===== src/ufm_pkg.sv =====
// constants for the fifo/irq/baud uart channel
// assumes a single 250 MHz core clock and a plain register port
package ufm_pkg;
  localparam int unsigned CLK_KHZ  = 250000;
  localparam int unsigned F_STD    = 1843;   // khz, 16x base for standard rates
  localparam int unsigned F_HS     = 7373;
  localparam int unsigned F_921    = 14746;
  localparam int unsigned F_1M5    = 24000;
  localparam int unsigned F_MIDI   = 2000;
  localparam logic [7:0]  PRE_STD  = 8'(CLK_KHZ / F_STD);
  localparam logic [7:0]  PRE_HS   = 8'(CLK_KHZ / F_HS);
  localparam logic [7:0]  PRE_921  = 8'(CLK_KHZ / F_921);
  localparam logic [7:0]  PRE_1M5  = 8'(CLK_KHZ / F_1M5);
  localparam logic [7:0]  PRE_MIDI = 8'(CLK_KHZ / F_MIDI);
  localparam int          FIFO_AW  = 4;
  // register offsets
  localparam logic [7:0]  A_DATA   = 8'h00;
  localparam logic [7:0]  A_IRQ_EN  = 8'h01;
  localparam logic [7:0]  A_IDENT   = 8'h02;
  localparam logic [7:0]  A_LCR     = 8'h03;
  localparam logic [7:0]  A_LINE_ST = 8'h05;
  localparam logic [7:0]  A_DLL    = 8'h08;
  localparam logic [7:0]  A_DLH    = 8'h09;
  localparam logic [7:0]  A_MODE   = 8'hF0;
  localparam logic [7:0]  MODE_RST = 8'h00;
  localparam logic [15:0] DIV_RST  = 16'h0001;
  // field positions
  localparam int MODE_MIDI = 0;
  localparam int MODE_HS   = 1;
  localparam int MODE_EF   = 2;
  localparam int DIV_HSB   = 15;
  localparam int DIV_921B  = 14;
  localparam int DIV_1M5B  = 13;
  localparam int DIV_W     = 13;
  localparam int EN_RXDATA  = 0;
  localparam int EN_TXEMPTY = 1;
  localparam int EN_LINEST  = 2;
  localparam int FC_ENABLE  = 0;
  localparam int FC_RXCLR   = 1;
  localparam int FC_TXCLR   = 2;
  localparam int FC_TRIG    = 6;
  localparam int LCR_STOP2 = 2;
  localparam logic [1:0] EF_921 = 2'b01;
  localparam logic [1:0] EF_1M5 = 2'b10;
  // identification codes, low nibble
  localparam logic [3:0] ID_NONE    = 4'h1;
  localparam logic [3:0] ID_LINEST  = 4'h6;
  localparam logic [3:0] ID_RXDATA  = 4'h4;
  localparam logic [3:0] ID_TIMEOUT = 4'hC;
  localparam logic [3:0] ID_TXEMPTY = 4'h2;
  // frame timing in 16x ticks
  localparam logic [3:0] OVS_LAST = 4'hF;
  localparam logic [3:0] HALF_BIT = 4'h7;
  localparam logic [3:0] LAST_BIT = 4'h7;
  localparam logic [9:0] BIT_TICKS   = 10'h010;
  localparam logic [9:0] FRAME_TICKS = 10'h0A0;  // start + 8 data + 1 stop
  localparam int         TO_CHARS    = 4;
  localparam logic [4:0] TRIG_1  = 5'h01;
  localparam logic [4:0] TRIG_4  = 5'h04;
  localparam logic [4:0] TRIG_8  = 5'h08;
  localparam logic [4:0] TRIG_14 = 5'h0E;
  typedef enum logic [1:0] {
    ST_IDLE  = 2'b00,
    ST_START = 2'b01,
    ST_DATA  = 2'b10,
    ST_STOP  = 2'b11
  } ufm_ser_t;
endpackage : ufm_pkg


===== src/ufm_uart.sv =====
// uart channel: 16-byte fifos, irq identification, line status, speed mode
// assumes a synchronous register master and an asynchronous serial peer
//
// Contract
// - rx data irq and ident while fifo fill is at or above trigger level.
// - line status irq (06) outranks received data available (04).
// - fifo mode data ready sets on push, clears when fifo empties.
// - timeout irq when fifo holds data and no push or pop for 4 chars.
// - character times are counted in 16x bit clock ticks.
// - pending timeout clears and timer restarts on one host fifo read.
// - without pending timeout, timer restarts on receive or host read.
// - tx holding empty irq (02) on empty fifo, cleared by write or ident read.
// - empty irq delayed one char minus stop unless fifo held two bytes.
// - changing the fifo enable bit raises tx irq at once.
// - timeout ranks with rx data, tx fifo empty with holding empty.
// - fifos on with irq enables off gives polled mode, rx and tx apart.
// - polled line status: ready, errors, tx empty, both empty, fifo error.
// - polled mode shows no trigger or timeout, fifos still store data.
// - eight-bit speed mode register at 0xF0, reset to zero.
// - mode bit 0 enables midi clocking.
// - mode bit 1 enables high-speed clocking.
// - mode bits 3:2 pick standard, 921k or 1.5M clocking.
// - mode bits clear: 13-bit divisor sets the standard 16x clock.
// - baud generator runs at 16x baud and clocks rx and tx.
//
// The address-and-strobe port was chosen for this implementation.
`timescale 1ns/100ps
module ufm_uart
  import ufm_pkg::*;
#(
  parameter int AW = ufm_pkg::FIFO_AW
) (
  input  wire logic       clk,
  input  wire logic       reset_n,
  input  wire logic [7:0] addr,
  input  wire logic [7:0] wdata,
  input  wire logic       wr,
  input  wire logic       rd,
  output logic      [7:0] rdata,
  input  wire logic       rx_pin,
  output logic            tx_pin,
  output logic            irq
);
  import ufm_pkg::*;
  localparam int DEPTH = 1 << AW;
  localparam logic [AW:0] FULL = (AW+1)'(DEPTH);

  typedef struct packed {
    logic [3:0]             irq_en;
    logic                   fifo_en;
    logic [1:0]             trig;
    logic                   two_stop;
    logic [15:0]            div;
    logic [7:0]             mode;
    logic [7:0]             pre_cnt;
    logic [DIV_W-1:0]       div_cnt;
    logic                   tick;
    logic                   rx_s1;
    logic                   rx_s2;
    ufm_ser_t               rx_st;
    logic [3:0]             rx_ph;
    logic [3:0]             rx_bit;
    logic [7:0]             rx_sh;
    logic [DEPTH-1:0][9:0]  rx_mem;
    logic [AW-1:0]          rx_wp;
    logic [AW-1:0]          rx_rp;
    logic [AW:0]            rx_n;
    logic [AW:0]            rx_errn;
    logic                   oe;
    logic                   fe;
    logic                   bi;
    logic [9:0]             to_cnt;
    logic                   to_pend;
    logic [DEPTH-1:0][7:0]  tx_mem;
    logic [AW-1:0]          tx_wp;
    logic [AW-1:0]          tx_rp;
    logic [AW:0]            tx_n;
    logic                   tx_two;
    ufm_ser_t               tx_st;
    logic [3:0]             tx_ph;
    logic [3:0]             tx_bit;
    logic [7:0]             tx_sh;
    logic                   tx_out;
    logic                   txe_flag;
    logic                   dly_on;
    logic [9:0]             dly_cnt;
    logic [7:0]             rdata;
    logic                   irq;
  } ufm_state_t;

  ufm_state_t s;
  ufm_state_t next_s;

  logic [7:0]       pre;
  logic [DIV_W-1:0] divv;
  logic [1:0]       ef;
  logic [9:0]       char_ticks;
  logic [9:0]       to_limit;
  logic [4:0]       trig_lvl;
  logic [7:0]       line_st;
  logic             ls_int;
  logic             rda_int;
  logic             to_int;
  logic             txe_int;
  logic [3:0]       ident_code;
  logic             push;
  logic             pop;
  logic             en_flip;
  logic             empty_evt;
  logic             head_new;
  logic [9:0]       push_word;
  logic             rx_in;
  logic             tx_in;
  logic             tx_pop;

  assign rdata  = s.rdata;
  assign tx_pin = s.tx_out;
  assign irq    = s.irq;

  // ==========================================================
  // clock select and status decode
  always_comb begin
    ef = (s.mode[MODE_EF +: 2] == (EF_921 | EF_1M5)) ? 2'b00 : s.mode[MODE_EF +: 2];
    if (s.mode[MODE_MIDI]) begin
      pre = PRE_MIDI;
    end else if (ef == EF_1M5 && s.div[DIV_1M5B]) begin
      pre = PRE_1M5;
    end else if (ef == EF_921 && s.mode[MODE_HS] && s.div[DIV_921B]) begin
      pre = PRE_921;
    end else if (s.mode[MODE_HS] && s.div[DIV_HSB]) begin
      pre = PRE_HS;
    end else begin
      pre = PRE_STD;
    end
    divv = (s.div[DIV_W-1:0] == '0) ? DIV_W'(1) : s.div[DIV_W-1:0];
    char_ticks = s.two_stop ? FRAME_TICKS + BIT_TICKS : FRAME_TICKS;
    to_limit   = 10'(TO_CHARS * char_ticks);
    unique case (s.trig)
      2'b00: trig_lvl = TRIG_1;
      2'b01: trig_lvl = TRIG_4;
      2'b10: trig_lvl = TRIG_8;
      2'b11: trig_lvl = TRIG_14;
    endcase
    line_st = {s.fifo_en && s.rx_errn != '0, s.tx_n == '0 && s.tx_st == ST_IDLE,
               s.tx_n == '0, s.bi, s.fe, 1'b0, s.oe, s.rx_n != '0};
    ls_int  = s.irq_en[EN_LINEST] && (s.oe || s.fe || s.bi);
    rda_int = s.irq_en[EN_RXDATA] && (s.fifo_en ? s.rx_n >= trig_lvl : s.rx_n != '0);
    to_int  = s.irq_en[EN_RXDATA] && s.fifo_en && s.to_pend;
    txe_int = s.irq_en[EN_TXEMPTY] && s.txe_flag;
    if (ls_int) begin
      ident_code = ID_LINEST;
    end else if (rda_int) begin
      ident_code = ID_RXDATA;
    end else if (to_int) begin
      ident_code = ID_TIMEOUT;
    end else if (txe_int) begin
      ident_code = ID_TXEMPTY;
    end else begin
      ident_code = ID_NONE;
    end
  end

  // ==========================================================
  // next state
  always_comb begin
    next_s     = s;
    push       = 1'b0;
    push_word  = '0;
    pop        = rd && addr == A_DATA && s.rx_n != '0;
    en_flip    = wr && addr == A_IDENT && wdata[FC_ENABLE] != s.fifo_en;
    rx_in      = 1'b0;
    tx_in      = 1'b0;
    tx_pop     = 1'b0;
    empty_evt  = 1'b0;
    head_new   = 1'b0;
    next_s.tick = 1'b0;

    // baud generator, one 16x tick per divided period
    if (s.pre_cnt == '0) begin
      next_s.pre_cnt = pre - 8'h01;
      if (s.div_cnt == '0) begin
        next_s.div_cnt = divv - DIV_W'(1);
        next_s.tick    = 1'b1;
      end else begin
        next_s.div_cnt = s.div_cnt - DIV_W'(1);
      end
    end else begin
      next_s.pre_cnt = s.pre_cnt - 8'h01;
    end

    next_s.rx_s1 = rx_pin;
    next_s.rx_s2 = s.rx_s1;

    // receiver
    if (s.tick) begin
      next_s.rx_ph = s.rx_ph + 4'h1;
      unique case (s.rx_st)
        ST_IDLE: begin
          next_s.rx_ph = '0;
          if (!s.rx_s2) begin
            next_s.rx_st = ST_START;
          end
        end
        ST_START: begin
          if (s.rx_ph == HALF_BIT) begin
            next_s.rx_ph  = '0;
            next_s.rx_bit = '0;
            next_s.rx_st  = s.rx_s2 ? ST_IDLE : ST_DATA;
          end
        end
        ST_DATA: begin
          if (s.rx_ph == OVS_LAST) begin
            next_s.rx_sh  = {s.rx_s2, s.rx_sh[7:1]};
            next_s.rx_bit = s.rx_bit + 4'h1;
            if (s.rx_bit == LAST_BIT) begin
              next_s.rx_st = ST_STOP;
            end
          end
        end
        ST_STOP: begin
          if (s.rx_ph == OVS_LAST) begin
            push         = 1'b1;
            push_word    = {!s.rx_s2 && s.rx_sh == '0, !s.rx_s2, s.rx_sh};
            next_s.rx_st = ST_IDLE;
          end
        end
      endcase
    end

    // receive fifo; depth one outside fifo mode
    if (pop) begin
      next_s.rdata = s.rx_mem[s.rx_rp][7:0];
      next_s.rx_rp = s.rx_rp + AW'(1);
      if (s.rx_mem[s.rx_rp][9:8] != '0) begin
        next_s.rx_errn = next_s.rx_errn - (AW+1)'(1);
      end
      head_new = s.rx_n > (AW+1)'(1);
    end
    if (push) begin
      if (s.rx_n == (s.fifo_en ? FULL : (AW+1)'(1)) && !pop) begin
        next_s.oe = 1'b1;
      end else begin
        next_s.rx_mem[s.rx_wp] = push_word;
        next_s.rx_wp = s.rx_wp + AW'(1);
        rx_in        = 1'b1;
        if (push_word[9:8] != '0) begin
          next_s.rx_errn = next_s.rx_errn + (AW+1)'(1);
        end
        head_new = head_new || s.rx_n == '0;
      end
    end
    // fill counted, pointers alone cannot tell full from empty
    next_s.rx_n = s.rx_n + (AW+1)'(rx_in) - (AW+1)'(pop);

    // character timeout
    if (s.rx_n == '0 || push || pop) begin
      next_s.to_cnt  = '0;
      next_s.to_pend = 1'b0;
    end else if (s.tick && !s.to_pend) begin
      next_s.to_cnt = s.to_cnt + 10'h001;
      if (s.to_cnt == to_limit - 10'h001) begin
        next_s.to_pend = 1'b1;
      end
    end

    // transmitter
    if (s.tick) begin
      next_s.tx_ph = s.tx_ph + 4'h1;
      unique case (s.tx_st)
        ST_IDLE: begin
          next_s.tx_ph = '0;
          if (s.tx_n != '0) begin
            next_s.tx_sh  = s.tx_mem[s.tx_rp];
            next_s.tx_rp  = s.tx_rp + AW'(1);
            tx_pop        = 1'b1;
            next_s.tx_out = 1'b0;
            next_s.tx_st  = ST_START;
          end
        end
        ST_START: begin
          if (s.tx_ph == OVS_LAST) begin
            next_s.tx_out = s.tx_sh[0];
            next_s.tx_bit = '0;
            next_s.tx_st  = ST_DATA;
          end
        end
        ST_DATA: begin
          if (s.tx_ph == OVS_LAST) begin
            if (s.tx_bit == LAST_BIT) begin
              next_s.tx_out = 1'b1;
              next_s.tx_bit = '0;
              next_s.tx_st  = ST_STOP;
            end else begin
              next_s.tx_out = s.tx_sh[1];
              next_s.tx_sh  = {1'b0, s.tx_sh[7:1]};
              next_s.tx_bit = s.tx_bit + 4'h1;
            end
          end
        end
        ST_STOP: begin
          if (s.tx_ph == OVS_LAST) begin
            if (s.two_stop && s.tx_bit == '0) begin
              next_s.tx_bit = 4'h1;
            end else begin
              next_s.tx_st = ST_IDLE;
            end
          end
        end
      endcase
    end
    if (wr && addr == A_DATA && s.tx_n != (s.fifo_en ? FULL : (AW+1)'(1))) begin
      next_s.tx_mem[s.tx_wp] = wdata;
      next_s.tx_wp = s.tx_wp + AW'(1);
      tx_in        = 1'b1;
    end

    // register writes
    if (wr) begin
      unique case (addr)
        A_IRQ_EN: next_s.irq_en   = wdata[3:0];
        A_LCR:    next_s.two_stop = wdata[LCR_STOP2];
        A_DLL:    next_s.div[7:0] = wdata;
        A_DLH:    next_s.div[15:8] = wdata;
        A_MODE:   next_s.mode     = wdata;
        A_IDENT: begin
          next_s.fifo_en = wdata[FC_ENABLE];
          next_s.trig    = wdata[FC_TRIG +: 2];
          if (wdata[FC_RXCLR] || en_flip) begin
            next_s.rx_wp   = '0;
            next_s.rx_rp   = '0;
            next_s.rx_errn = '0;
          end
          if (wdata[FC_TXCLR] || en_flip) begin
            next_s.tx_wp = '0;
            next_s.tx_rp = '0;
          end
        end
        default: ;
      endcase
      if (addr == A_DLL || addr == A_DLH) begin
        next_s.pre_cnt = '0;
        next_s.div_cnt = '0;
      end
    end
    if (wr && addr == A_IDENT && (wdata[FC_RXCLR] || en_flip)) begin
      next_s.rx_n = '0;
    end
    next_s.tx_n = s.tx_n + (AW+1)'(tx_in) - (AW+1)'(tx_pop);
    if (wr && addr == A_IDENT && (wdata[FC_TXCLR] || en_flip)) begin
      next_s.tx_n = '0;
    end

    // transmit empty interrupt
    if (next_s.tx_n >= (AW+1)'(2)) begin
      next_s.tx_two = 1'b1;
    end
    if (wr && (addr == A_DATA || (addr == A_IDENT && !en_flip))) begin
      next_s.txe_flag = 1'b0;
    end
    if (rd && addr == A_IDENT && ident_code == ID_TXEMPTY) begin
      next_s.txe_flag = 1'b0;
    end
    if (wr && addr == A_DATA) begin
      next_s.dly_on = 1'b0;
    end
    empty_evt = s.tx_n != '0 && next_s.tx_n == '0;
    if (empty_evt) begin
      next_s.tx_two = 1'b0;
      if (s.tx_two) begin
        next_s.txe_flag = 1'b1;
      end else begin
        next_s.dly_on  = 1'b1;
        next_s.dly_cnt = '0;
      end
    end else if (s.dly_on && s.tick) begin
      next_s.dly_cnt = s.dly_cnt + 10'h001;
      if (s.dly_cnt == char_ticks - BIT_TICKS - 10'h001) begin
        next_s.dly_on   = 1'b0;
        next_s.txe_flag = 1'b1;
      end
    end
    if (en_flip) begin
      next_s.dly_on   = 1'b0;
      next_s.txe_flag = 1'b1;
    end

    // line status: sticky errors, head errors latched as they surface
    if (rd && addr == A_LINE_ST) begin
      next_s.oe = 1'b0;
      next_s.fe = 1'b0;
      next_s.bi = 1'b0;
    end
    if (push && s.rx_n == (s.fifo_en ? FULL : (AW+1)'(1)) && !pop) begin
      next_s.oe = 1'b1;
    end
    if (head_new) begin
      next_s.fe = next_s.fe || next_s.rx_mem[next_s.rx_rp][8];
      next_s.bi = next_s.bi || next_s.rx_mem[next_s.rx_rp][9];
    end

    // read data
    if (rd) begin
      unique case (addr)
        A_DATA:  next_s.rdata = pop ? s.rx_mem[s.rx_rp][7:0] : 8'h00;
        A_IRQ_EN:  next_s.rdata = {4'h0, s.irq_en};
        A_IDENT:   next_s.rdata = {{2{s.fifo_en}}, 2'b00, ident_code};
        A_LCR:     next_s.rdata = {5'h00, s.two_stop, 2'b11};
        A_LINE_ST: next_s.rdata = line_st;
        A_DLL:   next_s.rdata = s.div[7:0];
        A_DLH:   next_s.rdata = s.div[15:8];
        A_MODE:  next_s.rdata = s.mode;
        default: next_s.rdata = 8'h00;
      endcase
    end else begin
      next_s.rdata = 8'h00;
    end
    next_s.irq = ls_int || rda_int || to_int || txe_int;
  end

  // ==========================================================
  // state register
  always_ff @(posedge clk or negedge reset_n) begin
    if (!reset_n) begin
      s          <= '0;
      s.div      <= DIV_RST;
      s.mode     <= MODE_RST;
      s.rx_s1    <= 1'b1;
      s.rx_s2    <= 1'b1;
      s.tx_out   <= 1'b1;
      s.rx_st    <= ST_IDLE;
      s.tx_st    <= ST_IDLE;
    end else begin
      s <= next_s;
    end
  end
endmodule : ufm_uart

===== config.mk =====
export PLATFORM = sky130hd
export DESIGN_NAME = ufm_uart
export DESIGN_NICKNAME = d
export VERILOG_FILES = /design/src/ufm_pkg.sv /design/src/ufm_uart.sv
export SDC_FILE = /design/constraint.sdc
export NUM_CORES = 1
export LEC_CHECK = 0
export ABC_AREA = 1
export BUFFER_PORTS_ARGS = -buffer_cell sky130_fd_sc_hd__buf_2
export CAP_MARGIN = 20
export CORE_MARGIN = 1
export CORE_UTILIZATION = 52
export CTS_CLUSTER_DIAMETER = 60
export DETAILED_ROUTE_END_ITERATION = 8
export GPL_TIMING_DRIVEN = 0
export PLACE_DENSITY = 0.68
export SKIP_LAST_GASP = 1
export SLEW_MARGIN = 20
export SYNTH_ARGS = -nofsm -noshare
export SYNTH_HDL_FRONTEND = slang
export SYNTH_SLANG_ARGS = --single-unit

===== constraint.sdc =====
create_clock -name clk -period 4.25 [get_ports clk]
set_input_delay 0.425 -clock clk [delete_from_list [all_inputs] [get_ports clk]]
set_output_delay 0.425 -clock clk [all_outputs]
set_load 0.03 [all_outputs]

==> run metrics <==
top cell type's share of synthesized area=0.490; share of cells above drive strength 1=0.0737; worst clock skew=0.0174 ns; wire per inst=19.1 um; chip height=211 um; Placed Area=between 20,000 and 25,000 um^2; Final Hold Fails=0; Pleak=11.9 nW; Starting Density=0.526; Max IR drop VDD=roughly 340 uV; GP Congestion=0.953; final core occ=0.592; H-tree levels=2; Row Count=between 70 and 80; clock-pin slew on the worst setup and hold paths=0.06 ns; register area=11,200 um^2; Multi-input gate area=9770 um^2; Net Count, Synth=about 2,900; number of flops mapped to enable cells by yosys=0; Avg Cell Area, Syn=8.08 um^2; R2R setup slack=0.56 ns; Top Family by Delay on Critical Path=simple AND/OR/NAND/NOR gates; Synth area leaders=dfrtp_1, nand2_1, o21ai_0; worst hold path type=in2reg; TritonRoute pass-1 iters=8; Period minus WS final=between 3 and 4 ns; slowest stage delay, CP=between 0.4 and 0.5 ns; max_cap viols=0; final antenna-violating net count=0; initial antenna violation count=0; synthesized area=22,700 um^2; GRT overflow=0; Worst Path Buf+Inv=3; worst path cell trace=inv_1 -> ha_1 -> nand2_1 -> nor3_1 -> nor2_1 -> ha_1 -> inv_1 -> ha_1 -> fa_1 -> nand3_1 -> nand2_1 -> xor2_1 -> nand2_1 -> inv_1 -> nor2_1 -> nand4_1 -> nand2_2 -> o22ai_1; Post-synth ARST share=1.00; Vias/cell=5.79; Crit-path slowest cell=fa_1; Top FF cell, synth=dfrtp_1; worst path required time=4.72 ns; Max Root-Sink Buffers=3; CP Data Arrival Time=about 4.2 ns; status=completed; Final Hold Slack=0.120 ns; Max Fanout on Critical Path=6; number of global-route vias before repair=19,700; unique cell type count in the Yosys netlist=59; DRT Wirelength=67.1 mm; first-pass GRT wire length=about 110 mm; CTS root buf=clkbuf_16; post-CTS setup buffers=0; WS Path Type=reg2reg; final period utilization=0.868; Tot GR Track Use=0.307; #FFs+latches synth=448; Startpoint Class=flop; num ports=31; # setup viols final=0; area grow syn2layout=12.5%; via count=20,400; HPWL after DPL=roughly 48 mm; diode count=0; Crit. End Element=flop; commonest cells after routing, fill and taps aside=nand2_1, dfrtp_1, o21ai_0, inv_1, nor2_1; DRC Markers=0; leading cell type in the layout, fill and taps excluded=nand2_1; cells after synthesis=about 2,800; Slew Limit Fails=0; Die W=211 um; sequential share of the synthesized area=0.495; Synth Warn #=0; Setup TNS Final=0 ns; Relative slew margins=0.359; RSZ-0062 raised after global routing=no; FILL cells=~3,900; CTS tree=done; DR iter-0 viols=roughly 2,300; Worst Max-Slew Pin Slew=between 0.9 and 1 ns; fmax=271 MHz; Clk Latency, worst-skew pair=0.59 ns; pwr/cell area=around 430 nW/um^2; leading area contributor after synthesis=dfrtp_1; final instance area=25,500 um^2; die area=roughly 44,000 um^2; clock sinks=448; largest net degree at the start of global routing=90; CORE AREA=43,100 um^2; PortBufs=29; nets@finish=~3,000; total CTS buffers=49
-- cell usage after synthesis (12+ instances only) --
cell type,instances
ha_1,44
buf_2,17
clkbuf_1,95
nand4_1,57
buf_4,12
o21ai_0,416
nor3_1,18
dfrtp_1,444
a221oi_1,13
a21oi_1,135
nand3_1,147
nand2_1,725
inv_1,266
o22ai_1,18
nor2_1,194
xor2_1,29
-- area by class of cell --
type / instances / share of cell area
buffer: 137 / 0.0254
sequential: 448 / 0.440
inverter: 274 / 0.0403
clock buffer: 73 / 0.0592
clock inverter: 17 / 0.00982
tap: 585 / 0.0287
multi-input combinational: 1946 / 0.383
timing repair buffer: 37 / 0.0133
-- metal layers --
| metal | wire [um] | vias to the layer above | part of all wire | global-route usage |
|---|---|---|---|---|
| met5 | 0 | - | 0 | 0 |
| met4 | 1780 | 0 | 0.027 | 0.0962 |
| met3 | 5220 | 142 | 0.078 | 0.0529 |
| met2 | 30700 | 847 | 0.46 | 0.480 |
| met1 | 29400 | 9902 | 0.44 | 0.437 |
| li1 | - | 9487 | - | - |
-- report_power, final --
part           internal (mW)  switching [mW]  total (mW)  leakage [nW]
logic                  0.587            1.24        1.83          4.99
clock network           2.82            1.80        4.62         0.874
registers               4.44           0.128        4.57          6.04
total                   7.85            3.17        11.0          11.9
-- path summary, 6_finish.rpt --
path / from / endpoint / cells after the start
hold reg to reg: next_s[392] / s[392] / 0
hold / removal: wr / s[440] / 2
setup reg to reg: s[44] / s[17] / 18
min in group asynchronous: reset_n / s[363] / 2
setup / recovery: s[44] / s[17] / 18
max in group asynchronous: reset_n / s[140] / 5
-- logic make-up after synthesis --
kind of cell	synth area share
compound gates	0.161
buf+inv	0.0739
fa+ha+maj	0.0261
xor+xnor	0.0146
simple gates	0.229
flops	0.495
-- state kept, by name (all words and copies together) (netlist names), named ones only --
signal / flops
s: 433
next_s: 1
rdata: 8
tx_pin: 1
line_st: 3
irq: 1
-- through the flow --
step / setup WS (ns) / instances / power [mW]
5_1_grt: 0.325 / 3517 / 11.5
3_5_place_dp: 0.406 / 3425 / 6.43
3_3_place_gp: -6.20 / 3419 / 6.36
6_report: 0.563 / 3517 / 11.0
4_1_cts: 0.589 / 3517 / 11.0
2_1_floorplan: 1.17 / 2805 / 5.84
-- timing repair --
action	4_1_cts	5_1_grt
resized for setup	0	0
hold buffers	2	0
hold endpoints to repair	42	0
(Power assumes the default switching activity.)
